`src/rtl/exposure_pkg.sv`:
```
// Shared constants and types for the exposure register bank and its two-wire slave.
// Assumes a single crystal-rate clock; all indices are 7-bit register numbers.
package exposure_pkg;

  ////////////////////////////////////////
  // Register indices
  localparam logic [6:0] IDX_GAIN = 7'h24;
  localparam logic [6:0] IDX_DIVISOR = 7'h25;
  localparam logic [6:0] IDX_GAIN_CEIL = 7'h26;
  localparam logic [6:0] IDX_THR_LOW = 7'h27;
  localparam logic [6:0] IDX_THR_MID = 7'h28;
  localparam logic [6:0] IDX_THR_HIGH = 7'h29;
  localparam logic [6:0] IDX_FRAME_AVG = 7'h73;
  localparam logic [6:0] IDX_CMP_THR = 7'h75;

  ////////////////////////////////////////
  // Reset values
  localparam logic [2:0] RST_GAIN = 3'h0;
  localparam logic [1:0] RST_DIVISOR = 2'h0;
  localparam logic [2:0] RST_GAIN_CEIL = 3'h7;
  localparam logic [7:0] RST_THR_LOW = 8'h55;
  localparam logic [7:0] RST_THR_MID = 8'h64;
  localparam logic [7:0] RST_THR_HIGH = 8'h73;
  localparam logic [7:0] RST_FRAME_AVG = 8'h00;
  localparam logic [7:0] RST_CMP_THR = 8'h80;

  ////////////////////////////////////////
  // Index byte and slave address layout
  localparam int AUTO_INC_BIT = 7;
  localparam logic [6:0] SLAVE_BASE = 7'h10;
  localparam int SEL0_BIT = 0;
  localparam int SEL1_BIT = 1;
  localparam logic [3:0] BITS_PER_BYTE = 4'h8;

  ////////////////////////////////////////
  // Gain thermometer codes and comparator levels
  localparam logic [2:0] THERM_0 = 3'h0;
  localparam logic [2:0] THERM_1 = 3'h1;
  localparam logic [2:0] THERM_2 = 3'h3;
  localparam logic [2:0] THERM_3 = 3'h7;
  localparam logic [7:0] FULL_8 = 8'hE0;
  localparam logic [7:0] BLACK_8 = 8'h10;
  localparam logic [3:0] FULL_4 = 4'hE;
  localparam logic [3:0] BLACK_4 = 4'h1;

  ////////////////////////////////////////
  // Clock tree
  localparam int CLK_CNT_W = 7;
  localparam logic [2:0] PIX_RATIO_4BIT = 3'h2;
  localparam logic [2:0] PIX_RATIO_8BIT = 3'h3;

  typedef enum logic [2:0] {
    ST_IDLE = 3'b000,
    ST_ADDR = 3'b001,
    ST_INDEX = 3'b010,
    ST_WDATA = 3'b011,
    ST_ACK = 3'b100,
    ST_READ = 3'b101,
    ST_RACK = 3'b110,
    ST_RNEXT = 3'b111
  } link_state_t;

  typedef struct packed {
    logic start;
    logic stop;
    logic rise;
    logic fall;
    logic sda;
  } link_evt_t;

  // Gain in thousandths, non-linear in the code
  function automatic logic [13:0] gain_milli(input logic [2:0] code);
    logic [13:0] g;
    g = 14'h03E8;
    case (code)
      3'h0: g = 14'h03E8;
      3'h1: g = 14'h07D0;
      3'h2: g = 14'h0535;
      3'h3: g = 14'h0FA0;
      3'h4: g = 14'h0477;
      3'h5: g = 14'h0A6B;
      3'h6: g = 14'h0640;
      3'h7: g = 14'h1F40;
      default: g = 14'h03E8;
    endcase
    return g;
  endfunction

endpackage

```
`src/rtl/clock_tree.sv`:
```
// Derives the ADC and pixel clocks from the crystal clock by a binary counter.
// Assumes sys_clk is the undivided crystal clock.
`timescale 1ns/10ps
`default_nettype none
module clock_tree (
  input wire logic sys_clk,
  input wire logic reset_n,
  input wire logic [1:0] divisor,
  input wire logic four_bit_mode,
  output logic adc_clk,
  output logic pixel_clk
);

  logic [exposure_pkg::CLK_CNT_W-1:0] cnt_r;
  logic adc_clk_r;
  logic pixel_clk_r;
  wire [2:0] adc_tap;
  wire [2:0] pix_tap;

  // Tap n gives half, quarter, eighth or sixteenth rate
  assign adc_tap = {1'b0, divisor};
  // Pixel sits two or three taps above the ADC clock
  assign pix_tap = adc_tap + (four_bit_mode ? exposure_pkg::PIX_RATIO_4BIT
                                            : exposure_pkg::PIX_RATIO_8BIT);

  always_ff @(posedge sys_clk or negedge reset_n) begin
    if (!reset_n) begin
      cnt_r <= '0;
      adc_clk_r <= 1'b0;
      pixel_clk_r <= 1'b0;
    end else begin
      cnt_r <= cnt_r + 1'b1;
      adc_clk_r <= cnt_r[adc_tap]; // see RULE_06
      pixel_clk_r <= cnt_r[pix_tap]; // see RULE_04 see RULE_07
    end
  end

  assign adc_clk = adc_clk_r;
  assign pixel_clk = pixel_clk_r;

endmodule
`default_nettype wire

```
`src/rtl/exposure_regs.sv`:
```
// Exposure register bank, two-wire slave, gain stepping and decoding,
// clock tree and ADC threshold comparator.
// Assumes sys_clk is the crystal clock and all pins are synchronous to it.
//
// Behaviour
// RULE_01 - Any gain code may be written; auto gain picks thermometer codes
// RULE_02 - Gain codes decode non-linearly, 1.000 to 8.000
// RULE_03 - Lowering from code 110 gives 011
// RULE_04 - Two-bit divisor, reset zero, sets the clock division
// RULE_05 - Clock generator, slave and registers use the crystal clock
// RULE_06 - ADC clock is crystal over two; code then divides by 1, 2, 4 or 8 (divisor 0 to 3)
// RULE_07 - Pixel clock is ADC clock over 4 in 4-bit mode, else 8
// RULE_08 - Three exposure thresholds reset to 85, 100 and 115
// RULE_09 - Frame-average register, reset zero, injects a synthetic average
// RULE_10 - Comparator maps results at or above threshold to full scale
// RULE_11 - Comparator maps results below threshold to black level
// RULE_12 - Disabled comparator passes ADC results unchanged
// RULE_13 - Threshold resets to 128; 4-bit mode compares its upper nibble
// RULE_14 - Messages carry zero or more data bytes; zero only loads the index
// RULE_15 - Address 0010000 write, 0010001 read; select inputs set low bits
// RULE_16 - Index holds after each data byte without auto-increment
// RULE_17 - Index is kept after a write for a later read
// RULE_18 - Master ends every read with a negative acknowledge
// RULE_19 - Master sets index by empty write, repeated start, then read
// RULE_20 - Without auto-increment, write bytes all land in one register
// RULE_21 - Index byte msb enables auto-increment across adjacent registers
// RULE_22 - Without auto-increment, acknowledged reads repeat one register
// RULE_23 - Automatic gain never rises above the gain ceiling
`timescale 1ns/10ps
`default_nettype none
module exposure_regs (
  input wire logic sys_clk,
  input wire logic reset_n,
  input wire logic scl_in,
  input wire logic sda_in,
  output logic sda_out,
  output logic sda_oe_n,
  input wire logic address_select_0,
  input wire logic address_select_1,
  input wire logic agc_enable,
  input wire logic agc_lower,
  input wire logic agc_raise,
  input wire logic comparator_enable,
  input wire logic four_bit_mode,
  input wire logic adc_valid,
  input wire logic [7:0] adc_data,
  output logic [7:0] adc_out,
  output logic adc_out_valid,
  output logic [2:0] gain_code,
  output logic [13:0] gain_value_milli,
  output logic [1:0] divisor,
  output logic [2:0] gain_ceiling,
  output logic [7:0] threshold_low,
  output logic [7:0] threshold_mid,
  output logic [7:0] threshold_high,
  output logic [7:0] forced_frame_average,
  output logic forced_average_load,
  output logic [7:0] compare_threshold,
  output logic adc_clk,
  output logic pixel_clk
);

  ////////////////////////////////////////
  // Link events and protocol state

  exposure_pkg::link_evt_t evt;
  exposure_pkg::link_state_t state_r;
  exposure_pkg::link_state_t ack_next_r;
  logic [7:0] shift_r;
  logic [3:0] bit_cnt_r;
  logic [6:0] index_r;
  logic auto_inc_r;
  logic sda_oe_n_r;
  logic sda_out_r;
  logic wr_stb_r;
  logic [6:0] wr_idx_r;
  logic [7:0] wr_data_r;
  logic [7:0] rd_data;

  two_wire_edges u_edges (
    .sys_clk(sys_clk),
    .reset_n(reset_n),
    .scl_in(scl_in),
    .sda_in(sda_in),
    .evt(evt)
  );

  wire [6:0] own_addr = {exposure_pkg::SLAVE_BASE[6:2], address_select_1, address_select_0}; // see RULE_15
  wire [7:0] rx_byte = shift_r;
  wire byte_done = evt.fall && (bit_cnt_r == exposure_pkg::BITS_PER_BYTE);
  wire addr_hit = (rx_byte[7:1] == own_addr);
  wire rx_is_read = rx_byte[0];
  // Index moves only with auto-increment
  wire [6:0] index_step = auto_inc_r ? 7'(index_r + 7'h01) : index_r; // see RULE_16 see RULE_21

  ////////////////////////////////////////
  // Serial engine: sample on scl rise, drive after scl fall

  always_ff @(posedge sys_clk or negedge reset_n) begin
    if (!reset_n) begin
      state_r <= exposure_pkg::ST_IDLE;
      ack_next_r <= exposure_pkg::ST_IDLE;
      shift_r <= 8'h00;
      bit_cnt_r <= 4'h0;
      index_r <= 7'h00;
      auto_inc_r <= 1'b0;
      sda_oe_n_r <= 1'b1;
      wr_stb_r <= 1'b0;
      wr_idx_r <= 7'h00;
      wr_data_r <= 8'h00;
    end else begin
      wr_stb_r <= 1'b0;
      if (evt.start) begin
        state_r <= exposure_pkg::ST_ADDR;
        bit_cnt_r <= 4'h0;
        sda_oe_n_r <= 1'b1;
      end else if (evt.stop) begin
        state_r <= exposure_pkg::ST_IDLE;
        sda_oe_n_r <= 1'b1;
      end else begin
        unique case (state_r)
          exposure_pkg::ST_IDLE: begin
            sda_oe_n_r <= 1'b1;
          end
          exposure_pkg::ST_ADDR, exposure_pkg::ST_INDEX, exposure_pkg::ST_WDATA: begin
            if (evt.rise) begin
              shift_r <= {shift_r[6:0], evt.sda};
              bit_cnt_r <= bit_cnt_r + 4'h1;
            end else if (byte_done) begin
              bit_cnt_r <= 4'h0;
              if (state_r == exposure_pkg::ST_ADDR) begin
                if (addr_hit) begin
                  sda_oe_n_r <= 1'b0;
                  state_r <= exposure_pkg::ST_ACK;
                  ack_next_r <= rx_is_read ? exposure_pkg::ST_READ : exposure_pkg::ST_INDEX;
                end else begin
                  state_r <= exposure_pkg::ST_IDLE;
                end
              end else if (state_r == exposure_pkg::ST_INDEX) begin
                // An index byte alone only sets the index
                index_r <= rx_byte[6:0]; // see RULE_14 see RULE_19
                auto_inc_r <= rx_byte[exposure_pkg::AUTO_INC_BIT]; // see RULE_21
                sda_oe_n_r <= 1'b0;
                state_r <= exposure_pkg::ST_ACK;
                ack_next_r <= exposure_pkg::ST_WDATA;
              end else begin
                wr_stb_r <= 1'b1; // see RULE_20
                wr_idx_r <= index_r;
                wr_data_r <= rx_byte;
                // Index survives the write for later reads
                index_r <= index_step; // see RULE_16 see RULE_17
                sda_oe_n_r <= 1'b0;
                state_r <= exposure_pkg::ST_ACK;
                ack_next_r <= exposure_pkg::ST_WDATA;
              end
            end
          end
          exposure_pkg::ST_ACK: begin
            if (evt.fall) begin
              state_r <= ack_next_r;
              if (ack_next_r == exposure_pkg::ST_READ) begin
                shift_r <= rd_data;
                sda_oe_n_r <= rd_data[7];
                bit_cnt_r <= 4'h1;
              end else begin
                sda_oe_n_r <= 1'b1;
                bit_cnt_r <= 4'h0;
              end
            end
          end
          exposure_pkg::ST_READ: begin
            if (evt.fall) begin
              if (bit_cnt_r == exposure_pkg::BITS_PER_BYTE) begin
                sda_oe_n_r <= 1'b1;
                state_r <= exposure_pkg::ST_RACK;
              end else begin
                sda_oe_n_r <= shift_r[6];
                shift_r <= {shift_r[6:0], 1'b0};
                bit_cnt_r <= bit_cnt_r + 4'h1;
              end
            end
          end
          exposure_pkg::ST_RACK: begin
            if (evt.rise) begin
              // A negative acknowledge closes the read
              if (evt.sda) begin
                state_r <= exposure_pkg::ST_IDLE; // see RULE_18
              end else begin
                index_r <= index_step; // see RULE_22
                state_r <= exposure_pkg::ST_RNEXT;
              end
            end
          end
          exposure_pkg::ST_RNEXT: begin
            if (evt.fall) begin
              shift_r <= rd_data; // see RULE_22
              sda_oe_n_r <= rd_data[7];
              bit_cnt_r <= 4'h1;
              state_r <= exposure_pkg::ST_READ;
            end
          end
        endcase
      end
    end
  end

  ////////////////////////////////////////
  // Register bank

  logic [2:0] gain_r;
  logic [1:0] divisor_r;
  logic [2:0] gain_ceil_r;
  logic [7:0] thr_low_r;
  logic [7:0] thr_mid_r;
  logic [7:0] thr_high_r;
  logic [7:0] frame_avg_r;
  logic [7:0] cmp_thr_r;
  logic avg_load_r;
  logic [13:0] gain_milli_r;

  function automatic logic [2:0] therm_down(input logic [2:0] c);
    logic [2:0] r;
    r = exposure_pkg::THERM_0;
    if (c > exposure_pkg::THERM_2) begin
      r = exposure_pkg::THERM_2;
    end else if (c > exposure_pkg::THERM_1) begin
      r = exposure_pkg::THERM_1;
    end
    return r;
  endfunction

  function automatic logic [2:0] therm_up(input logic [2:0] c);
    logic [2:0] r;
    r = exposure_pkg::THERM_3;
    if (c < exposure_pkg::THERM_1) begin
      r = exposure_pkg::THERM_1;
    end else if (c < exposure_pkg::THERM_2) begin
      r = exposure_pkg::THERM_2;
    end
    return r;
  endfunction

  wire wr_gain = wr_stb_r && (wr_idx_r == exposure_pkg::IDX_GAIN);
  // Steps land on thermometer codes, even from written ones
  wire [2:0] gain_lowered = therm_down(gain_r); // see RULE_01 see RULE_03
  wire [2:0] gain_raised = therm_up(gain_r); // see RULE_01
  // A raise that would pass the ceiling leaves the gain where it is
  wire raise_ok = gain_raised <= gain_ceil_r; // see RULE_23
  wire [2:0] gain_nxt = wr_gain ? wr_data_r[2:0] : // see RULE_01
                        (agc_enable && agc_lower) ? gain_lowered :
                        (agc_enable && agc_raise && raise_ok) ? gain_raised : gain_r;

  // Clock generator, slave and bank share the crystal clock
  always_ff @(posedge sys_clk or negedge reset_n) begin // see RULE_05
    if (!reset_n) begin
      gain_r <= exposure_pkg::RST_GAIN;
      divisor_r <= exposure_pkg::RST_DIVISOR;
      gain_ceil_r <= exposure_pkg::RST_GAIN_CEIL;
      thr_low_r <= exposure_pkg::RST_THR_LOW;
      thr_mid_r <= exposure_pkg::RST_THR_MID;
      thr_high_r <= exposure_pkg::RST_THR_HIGH;
      frame_avg_r <= exposure_pkg::RST_FRAME_AVG;
      cmp_thr_r <= exposure_pkg::RST_CMP_THR;
      avg_load_r <= 1'b0;
      gain_milli_r <= 14'h03E8;
    end else begin
      gain_r <= gain_nxt;
      gain_milli_r <= exposure_pkg::gain_milli(gain_r); // see RULE_02
      avg_load_r <= wr_stb_r && (wr_idx_r == exposure_pkg::IDX_FRAME_AVG); // see RULE_09
      if (wr_stb_r) begin
        case (wr_idx_r)
          exposure_pkg::IDX_DIVISOR: divisor_r <= wr_data_r[1:0]; // see RULE_04
          exposure_pkg::IDX_GAIN_CEIL: gain_ceil_r <= wr_data_r[2:0];
          exposure_pkg::IDX_THR_LOW: thr_low_r <= wr_data_r; // see RULE_08
          exposure_pkg::IDX_THR_MID: thr_mid_r <= wr_data_r; // see RULE_08
          exposure_pkg::IDX_THR_HIGH: thr_high_r <= wr_data_r; // see RULE_08
          exposure_pkg::IDX_FRAME_AVG: frame_avg_r <= wr_data_r; // see RULE_09
          exposure_pkg::IDX_CMP_THR: cmp_thr_r <= wr_data_r; // see RULE_13
          default: ;
        endcase
      end
    end
  end

  // Unmapped indices read as zero; narrow fields pad with zeros above
  always_comb begin
    rd_data = 8'h00;
    case (index_r)
      exposure_pkg::IDX_GAIN: rd_data = {5'h00, gain_r};
      exposure_pkg::IDX_DIVISOR: rd_data = {6'h00, divisor_r};
      exposure_pkg::IDX_GAIN_CEIL: rd_data = {5'h00, gain_ceil_r};
      exposure_pkg::IDX_THR_LOW: rd_data = thr_low_r;
      exposure_pkg::IDX_THR_MID: rd_data = thr_mid_r;
      exposure_pkg::IDX_THR_HIGH: rd_data = thr_high_r;
      exposure_pkg::IDX_FRAME_AVG: rd_data = frame_avg_r;
      exposure_pkg::IDX_CMP_THR: rd_data = cmp_thr_r;
      default: rd_data = 8'h00;
    endcase
  end

  ////////////////////////////////////////
  // Digital threshold comparator

  logic [7:0] adc_out_r;
  logic adc_out_valid_r;

  // 4-bit mode compares the low nibble against the threshold's upper nibble
  wire hit_8 = adc_data >= cmp_thr_r;
  wire hit_4 = adc_data[3:0] >= cmp_thr_r[7:4]; // see RULE_13
  wire [7:0] level_8 = hit_8 ? exposure_pkg::FULL_8 : exposure_pkg::BLACK_8; // see RULE_10 see RULE_11
  wire [7:0] level_4 = {4'h0, hit_4 ? exposure_pkg::FULL_4 : exposure_pkg::BLACK_4}; // see RULE_10 see RULE_11
  wire [7:0] cmp_out = four_bit_mode ? level_4 : level_8;
  wire [7:0] adc_nxt = comparator_enable ? cmp_out : adc_data; // see RULE_12

  always_ff @(posedge sys_clk or negedge reset_n) begin
    if (!reset_n) begin
      adc_out_r <= 8'h00;
      adc_out_valid_r <= 1'b0;
      sda_out_r <= 1'b0;
    end else begin
      adc_out_valid_r <= adc_valid;
      sda_out_r <= 1'b0;
      if (adc_valid) begin
        adc_out_r <= adc_nxt;
      end
    end
  end

  ////////////////////////////////////////
  // Clocks and outputs

  clock_tree u_clocks (
    .sys_clk(sys_clk),
    .reset_n(reset_n),
    .divisor(divisor_r),
    .four_bit_mode(four_bit_mode),
    .adc_clk(adc_clk),
    .pixel_clk(pixel_clk)
  );

  // Open drain: only ever pulls low
  assign sda_out = sda_out_r;
  assign sda_oe_n = sda_oe_n_r;
  assign adc_out = adc_out_r;
  assign adc_out_valid = adc_out_valid_r;
  assign gain_code = gain_r;
  assign gain_value_milli = gain_milli_r;
  assign divisor = divisor_r;
  assign gain_ceiling = gain_ceil_r;
  assign threshold_low = thr_low_r;
  assign threshold_mid = thr_mid_r;
  assign threshold_high = thr_high_r;
  assign forced_frame_average = frame_avg_r;
  assign forced_average_load = avg_load_r;
  assign compare_threshold = cmp_thr_r;

endmodule
`default_nettype wire

```
`src/rtl/two_wire_edges.sv`:
```
// Turns sampled serial clock and data levels into start, stop and clock edge events.
// Assumes scl and sda are already synchronous to sys_clk.
`timescale 1ns/10ps
`default_nettype none
module two_wire_edges (
  input wire logic sys_clk,
  input wire logic reset_n,
  input wire logic scl_in,
  input wire logic sda_in,
  output exposure_pkg::link_evt_t evt
);

  logic scl_q_r;
  logic sda_q_r;
  exposure_pkg::link_evt_t evt_r;
  exposure_pkg::link_evt_t evt_nxt;

  // Bus idles high, so the previous levels reset high
  always_ff @(posedge sys_clk or negedge reset_n) begin
    if (!reset_n) begin
      scl_q_r <= 1'b1;
      sda_q_r <= 1'b1;
      evt_r <= '0;
    end else begin
      scl_q_r <= scl_in;
      sda_q_r <= sda_in;
      evt_r <= evt_nxt;
    end
  end

  assign evt_nxt.start = scl_q_r & scl_in & sda_q_r & ~sda_in;
  assign evt_nxt.stop = scl_q_r & scl_in & ~sda_q_r & sda_in;
  assign evt_nxt.rise = scl_in & ~scl_q_r;
  assign evt_nxt.fall = ~scl_in & scl_q_r;
  assign evt_nxt.sda = sda_in;
  assign evt = evt_r;

endmodule
`default_nettype wire

```
`config.mk`:
```
export PLATFORM = sky130hd
export DESIGN_NAME = exposure_regs
export DESIGN_NICKNAME = d
export VERILOG_FILES = /design/src/rtl/exposure_pkg.sv /design/src/rtl/clock_tree.sv /design/src/rtl/exposure_regs.sv /design/src/rtl/two_wire_edges.sv
export SDC_FILE = /design/constraint.sdc
export NUM_CORES = 1
export LEC_CHECK = 0
export BUFFER_PORTS_ARGS = -buffer_cell sky130_fd_sc_hd__buf_2
export CAP_MARGIN = 20
export CORE_MARGIN = 3
export CORE_UTILIZATION = 53
export CTS_BUF_LIST = sky130_fd_sc_hd__clkbuf_4 sky130_fd_sc_hd__clkbuf_8
export CTS_CLUSTER_SIZE = 30
export DETAILED_ROUTE_END_ITERATION = 16
export GPL_TIMING_DRIVEN = 1
export PLACE_DENSITY = 0.83
export SLEW_MARGIN = 20
export SYNTH_ARGS = -nofsm -noshare
export SYNTH_HDL_FRONTEND = slang
export SYNTH_SLANG_ARGS = --single-unit
export TNS_END_PERCENT = 1
```
`constraint.sdc`:
```
create_clock -name sys_clk -period 3.5 [get_ports sys_clk]
set_input_delay 0.7 -clock sys_clk [delete_from_list [all_inputs] [get_ports sys_clk]]
set_output_delay 0.7 -clock sys_clk [all_outputs]
set_load 0.05 [all_outputs]
```
**Yosys cells after proc, flatten, opt, wreduce, memory -nomap -nowiden**

Memories as Yosys holds them, arrays and structs flattened. A register that Yosys moved wholly into a read port is not among the register bits.
Cells that the tools add are included.

- Word-level logic and storage cells: 221
- ROM bits: 104
- Output and inout port bits: 76
- Bits in registers: 131
- Memories: 1

Memories:

| name | words | bits a word | rd ports | clocked after Yosys merged registers in | write ports | line | text |
|---|---|---|---|---|---|---|---|
| (no name shown) | 8 | 13 | 1 | 1 | 0 | exposure_pkg.sv:75 | `case (code)` |

- Add/sub/neg operators: 4
- Muxes and demuxes: 77
- $lt $le $gt $ge: 9
- Equal/unequal tests: 52
- Bitwise logic cells: 16
- Reduce and logical (&&, ||, !) cells: 30

Operator list:

| operator | count |
|---|---|
| $eq 7x6->1 const B | 12 |
| $mux 8 | 9 |
| $pmux 8 s8 | 1 |
| $mux 3 | 20 |
| $mux 7 | 7 |
| $mux 4 | 9 |
| $pmux 8 s4 | 1 |
| $eq 7x7->1 const B | 4 |
| $reduce_and 7->1 | 4 |
| $mux 1 | 23 |
| $ne 4x1->1 const B | 4 |
| $ne 4x2->1 const B | 4 |
| $pmux 4 s4 | 1 |
| $reduce_and 8->1 | 2 |
| $eq 3x3->1 const B | 5 |
| $pmux 3 s5 | 1 |
| $add 7x1->7 const B | 2 |
| $ne 2x2->1 const B | 7 |
| $pmux 7 s2 | 1 |
| $reduce_and 2->1 | 7 |
| $reduce_bool 7->1 | 2 |
| $ne 2x1->1 const B | 6 |
| $ne 3x1->1 const B | 3 |
| $not 1->1 | 9 |
| other kinds (32) | 44 |

**Depth between registers and ports, before layout**

- Word-level depth: 8
- Mapped depth: 9
- Gate-level depth less buffers: 8

**Cells and area by module**

A second synthesis with hierarchy kept.

- Cell total of the unflattened synthesis: 607
- Area, all modules: 6850.3 µm²

By module, submodules not included:

| module | area each (µm²) | instances | cells an instance | seq. area each (µm²) |
|---|---|---|---|---|
| exposure_regs | 6209.7 | 1 | 564 | 2881.5 |
| clock_tree | 427.9 | 1 | 32 | 225.2 |
| two_wire_edges | 212.7 | 1 | 11 | 177.7 |

**Worst setup path after synthesis**

OpenSTA, ideal clock, no wires.

- Path kind: register -> register
- Start point: register gain_r[1], in the netlist gain_code[1]
- End point: register gain_r[1], in the netlist gain_code[1]
- Required time: 3.375 ns
- Setup slack: 0.907 ns
- Data arrival time: 2.468 ns
- Setup time: 0.125 ns
- Cell stages (with the launch flop): 10
- Clock period less this slack: 2.593 ns
- Path through: dfrtp_1 > clkbuf_1 > inv_1 > o21ai_0 > ha_1 > nor2b_1 > o21ai_0 > a21oi_1 > o21ai_1 > mux2_2

- Word-level cells in the longest chain between the ends: 6

RTL lines:

| what | line | text |
|---|---|---|
| start: declaration | exposure_regs.sv:210 | `logic [2:0] gain_r;` |
| start signal: assignment | exposure_regs.sv:256 | `gain_r <= exposure_pkg::RST_GAIN;` |
| start signal: assignment | exposure_regs.sv:267 | `gain_r <= gain_nxt;` |
| $lt 3x2->1 | exposure_regs.sv:237 | `end else if (c < exposure_pkg::THERM_2) begin` |
| $mux 3 | exposure_regs.sv:237 |  |
| $mux 3 | exposure_regs.sv:235 | `if (c < exposure_pkg::THERM_1) begin` |
| $le 3x3->1 | exposure_regs.sv:248 | `wire raise_ok = gain_raised <= gain_ceil_r;` |
| $logic_and 1x1->1 | exposure_regs.sv:251 | `(agc_enable && agc_raise && raise_ok) ? gain_raised : gain_r;` |
| $reduce_bool 3->1 (no line) | - |  |

Several ways; a longest one is shown, not always the timed one. The select of a mux whose other input is x is not followed.
A chain may end at the register's enable or synchronous reset.

**Worst setup path after layout**

Ends and elaborated chain as after synthesis.

==> impl_metrics.yaml <==
logic_synthesis:
  synth_top_area_share_pct: 39.44
  syn_area_per_cell_um2: 11.01
  synth_top_family_by_area: "compound AO/OA/AOI/OAI gates"
  yosys-top-cells-area: "dfrtp_1 (39%), mux2_2 (10%), dfstp_2 (9.9%)"
  ys.flop_type: "dfrtp_1"
  ys_seq_area_share_pct: 49.31
  ys_warn_count: 0
  synth-adder-area-share_pct: 5.447
  ys_types: 68
  syn-instance-count: 605
  synth_xor_area_share_pct: 0.9204
  async_flop_share_pct: 100.0
  synth_edf_count: 0
  netlist_area_um2: 6661
  synth_compound_area_share_pct: 14.69
  synthSimpleGateAreaFrac_pct: 13.92
  synth_mux_area_share_pct: 12.08
  synth_top_area_cell: "dfrtp_1"
  ys_ff_latch: 130
clock_tree:
  cts_buffers: 17
  root_buffer: "clkbuf_8"
  clkTransAtPathRegs_ns: 0.08
  cts-resized-gates: 0
  cts_max_path_buffers: 2
  htreeDepth: 4
  tritoncts: "yes"
  clkLatencyLatePin_ns: 0.45
  holdBufCountCts: 0
  clock_sinks: 130
  cts_setup_buffers: 0
layout:
  mostFrequentLayoutCell: "dfrtp_1"
  final_cell_mix: "dfrtp_1 (105), buf_2 (92), mux2_2 (60)"
  nNetsFinal: 749
  antenna_cells: 0
  drive_above_1_share_pct: 32.40
  fin_cells: 881
  area_growth_pct: 15.82
  stdcell_area_um2: 7715
  final_util_pct: 63.44
timing:
  drv_slew: 0
  max_freq_ghz: 0.3905
  rsz0062_at_grt: "no"
  whs_ns: 0.2365
  fin_crit_ns: 2.561
  worst_slew_pin_slew_ns: 1.004
  setup_tns_ns: 0
  setup_ws_ns: 0.9390
  setup_viol_count_final: 0
  fin_crit_sh_pct: 73.17
  slew_headroom_pct: 32.79
  fin_worst_skew_ns: 0.01165
  final-hold-violation-count: 0
power:
  internal_power_mw: 2.483
  netSwitchingPower_mw: 1.031
  clock_power_share_pct: 38.3
  p_per_area_nw_per_um2: 455.5
  ir_worst_vdd_uv: 374.4
  p_total_mw: 3.514
  leakage_nw: 3.589
  p_sw_share_pct: 29.35
  p_comb_share_pct: 12.6
  seq_power_share_pct: 49.1
route:
  antenna_left: 0
  vias_per_cell: 6.095
  wirelength_mm: 16.52
  drt-pass1-iter-count: 7
  vias: 5370
  drc: 0
  wl_per_cell_um: 18.75
  drt_iter0_markers: 436
worst_setup_path:
  required_ns: 3.84
  worstSetupStartpoint: "gain_code[1]"
  crit_type: "flip-flop to flip-flop"
  crit_path_end_kind: "flip-flop"
  r2r_start: "gain_code[1]"
  r2r_cells: 8
  critical_path.startpoint_type: "flip-flop"
  crit_fanout: 14
  arrival_ns: 2.90
  r2r_setup_slack_ns: 0.94
  worstReg2RegEnd: "gain_code[1]"
die:
  die_area_um2: 13950
  initial_core_util_pct: 54.77
  die_w_um: 118.1
  rows: 40
  io_pins: 96
  die_h_um: 118.1
  core_area_um2: 12160
global_route:
  grt_overflow: 0
  antenna_found_initial: 0
  grt_pass1_wl_mm: 26.84
  grt_max_degree: 62
  track_usage_pct: 24.09
  grt_pass1_vias: 5200
run_status:
  status: "finished, final reports clean"
run:
  max_cap_violations: 0
placed_design:
  gp_congestion: 0.8814
  dp.cells: 849
  dp_slack_ns: 1.003
  dpl_cell_area_um2: 7293
  dp_hpwl_mm: 11.67
  io_buffer_count: 93
hold_path:
  hold_path.class: "input port to async pin"
==> how the worst max path moves through the flow <==
stage | cells past startpoint | endpoint
2_1_floorplan | 9 | gain_code[1]
3_3_place_gp | 8 | gain_code[1]
3_5_place_dp | 8 | gain_code[1]
4_1_cts | 8 | gain_code[1]
5_1_grt | 8 | gain_code[1]
6_report | 8 | gain_code[1]
==> layout make-up <==
cell class | instances | area, um2
Timing Repair Buffer | 98 | 518.0
Clock buffer | 19 | 261.5
Tap cell | 168 | 210.2
Clock inverter | 13 | 160.2
Multi-Input combinational cell | 416 | 3142
Sequential cell | 130 | 3284
Inverter | 37 | 138.9
Fill cell | 954 | 4447
==> registers in the layout (all words and copies together), names as in the netlist, 4 cells and up <==
name	flops
bit_cnt_r	4
gain_value_milli	13
compare_threshold	8
threshold_high	8
threshold_low	8
forced_frame_average	8
rx_byte	8
wr_idx_r	7
index_r	7
adc_out	8
threshold_mid	8
wr_data_r	8
u_edges.evt	5
u_clocks.cnt_r	7
==> cell families (layout without fill, tap and decap cells) <==
group           Yosys count  after routing
mux                      70             70
flops                   130            130
compound gates          143            143
other cells               1              2
fa+ha+maj                29             29
xor+xnor                  7              7
buf+inv                  60            167
simple gates            165            165
==> layer usage <==
| layer | up-vias | track usage, % | part of all wire, % |
|---|---|---|---|
| met5 | - | 0 | 0 |
| met4 | 0 | 9.084 | 3.0 |
| met3 | 47 | 6.295 | 8.3 |
| met2 | 263 | 37.80 | 47 |
| met1 | 2650 | 32.26 | 42 |
| li1 | 2410 | - | - |
==> cell usage after synthesis (3+ instances only) <==
master	instances
mux2i_1	5
o21ai_0	29
a22o_1	3
and3_1	5
dfstp_2	25
nor4bb_1	3
mux2_2	60
clkbuf_1	15
mux2_1	3
ha_1	29
o22a_1	17
nand3_1	17
nand2b_1	10
nor3b_1	3
dfrtp_1	105
a31oi_1	17
inv_1	37
a22oi_1	12
nor2b_1	9
nor3_1	11
nand3b_1	6
a21o_1	4
nor3b_2	3
or3_1	3
nor4_2	3
xnor2_1	3
a31o_2	4
buf_2	5
o31ai_1	4
nand2_1	51
nand4_1	3
o2bb2ai_1	3
nor2_1	22
xor2_1	4
a211oi_1	3
a222oi_1	3
o211ai_1	3
a21oi_1	22
==> power by group through the flow <==
| stage | Sequential [mW] | Combinational, mW | Clock, mW |
|---|---|---|---|
| floorplan | 1.78 | 0.233 | 0 |
| global placement | 1.74 | 0.417 | 0 |
| detailed placement | 1.75 | 0.434 | 0 |
| CTS | 1.72 | 0.441 | 1.36 |
| global route | 1.74 | 0.483 | 1.43 |
| finish | 1.73 | 0.441 | 1.35 |
==> worst max-delay path, cell delays in order (launching register included) <==
cell     delay [ns]
dfrtp_1        0.63
inv_1          0.19
o21ai_0        0.28
ha_1           0.29
nor2b_1        0.13
o21ai_0        0.15
a21oi_1        0.08
o21ai_1        0.30
mux2_2         0.39
Power figures use the tool's default switching activity.
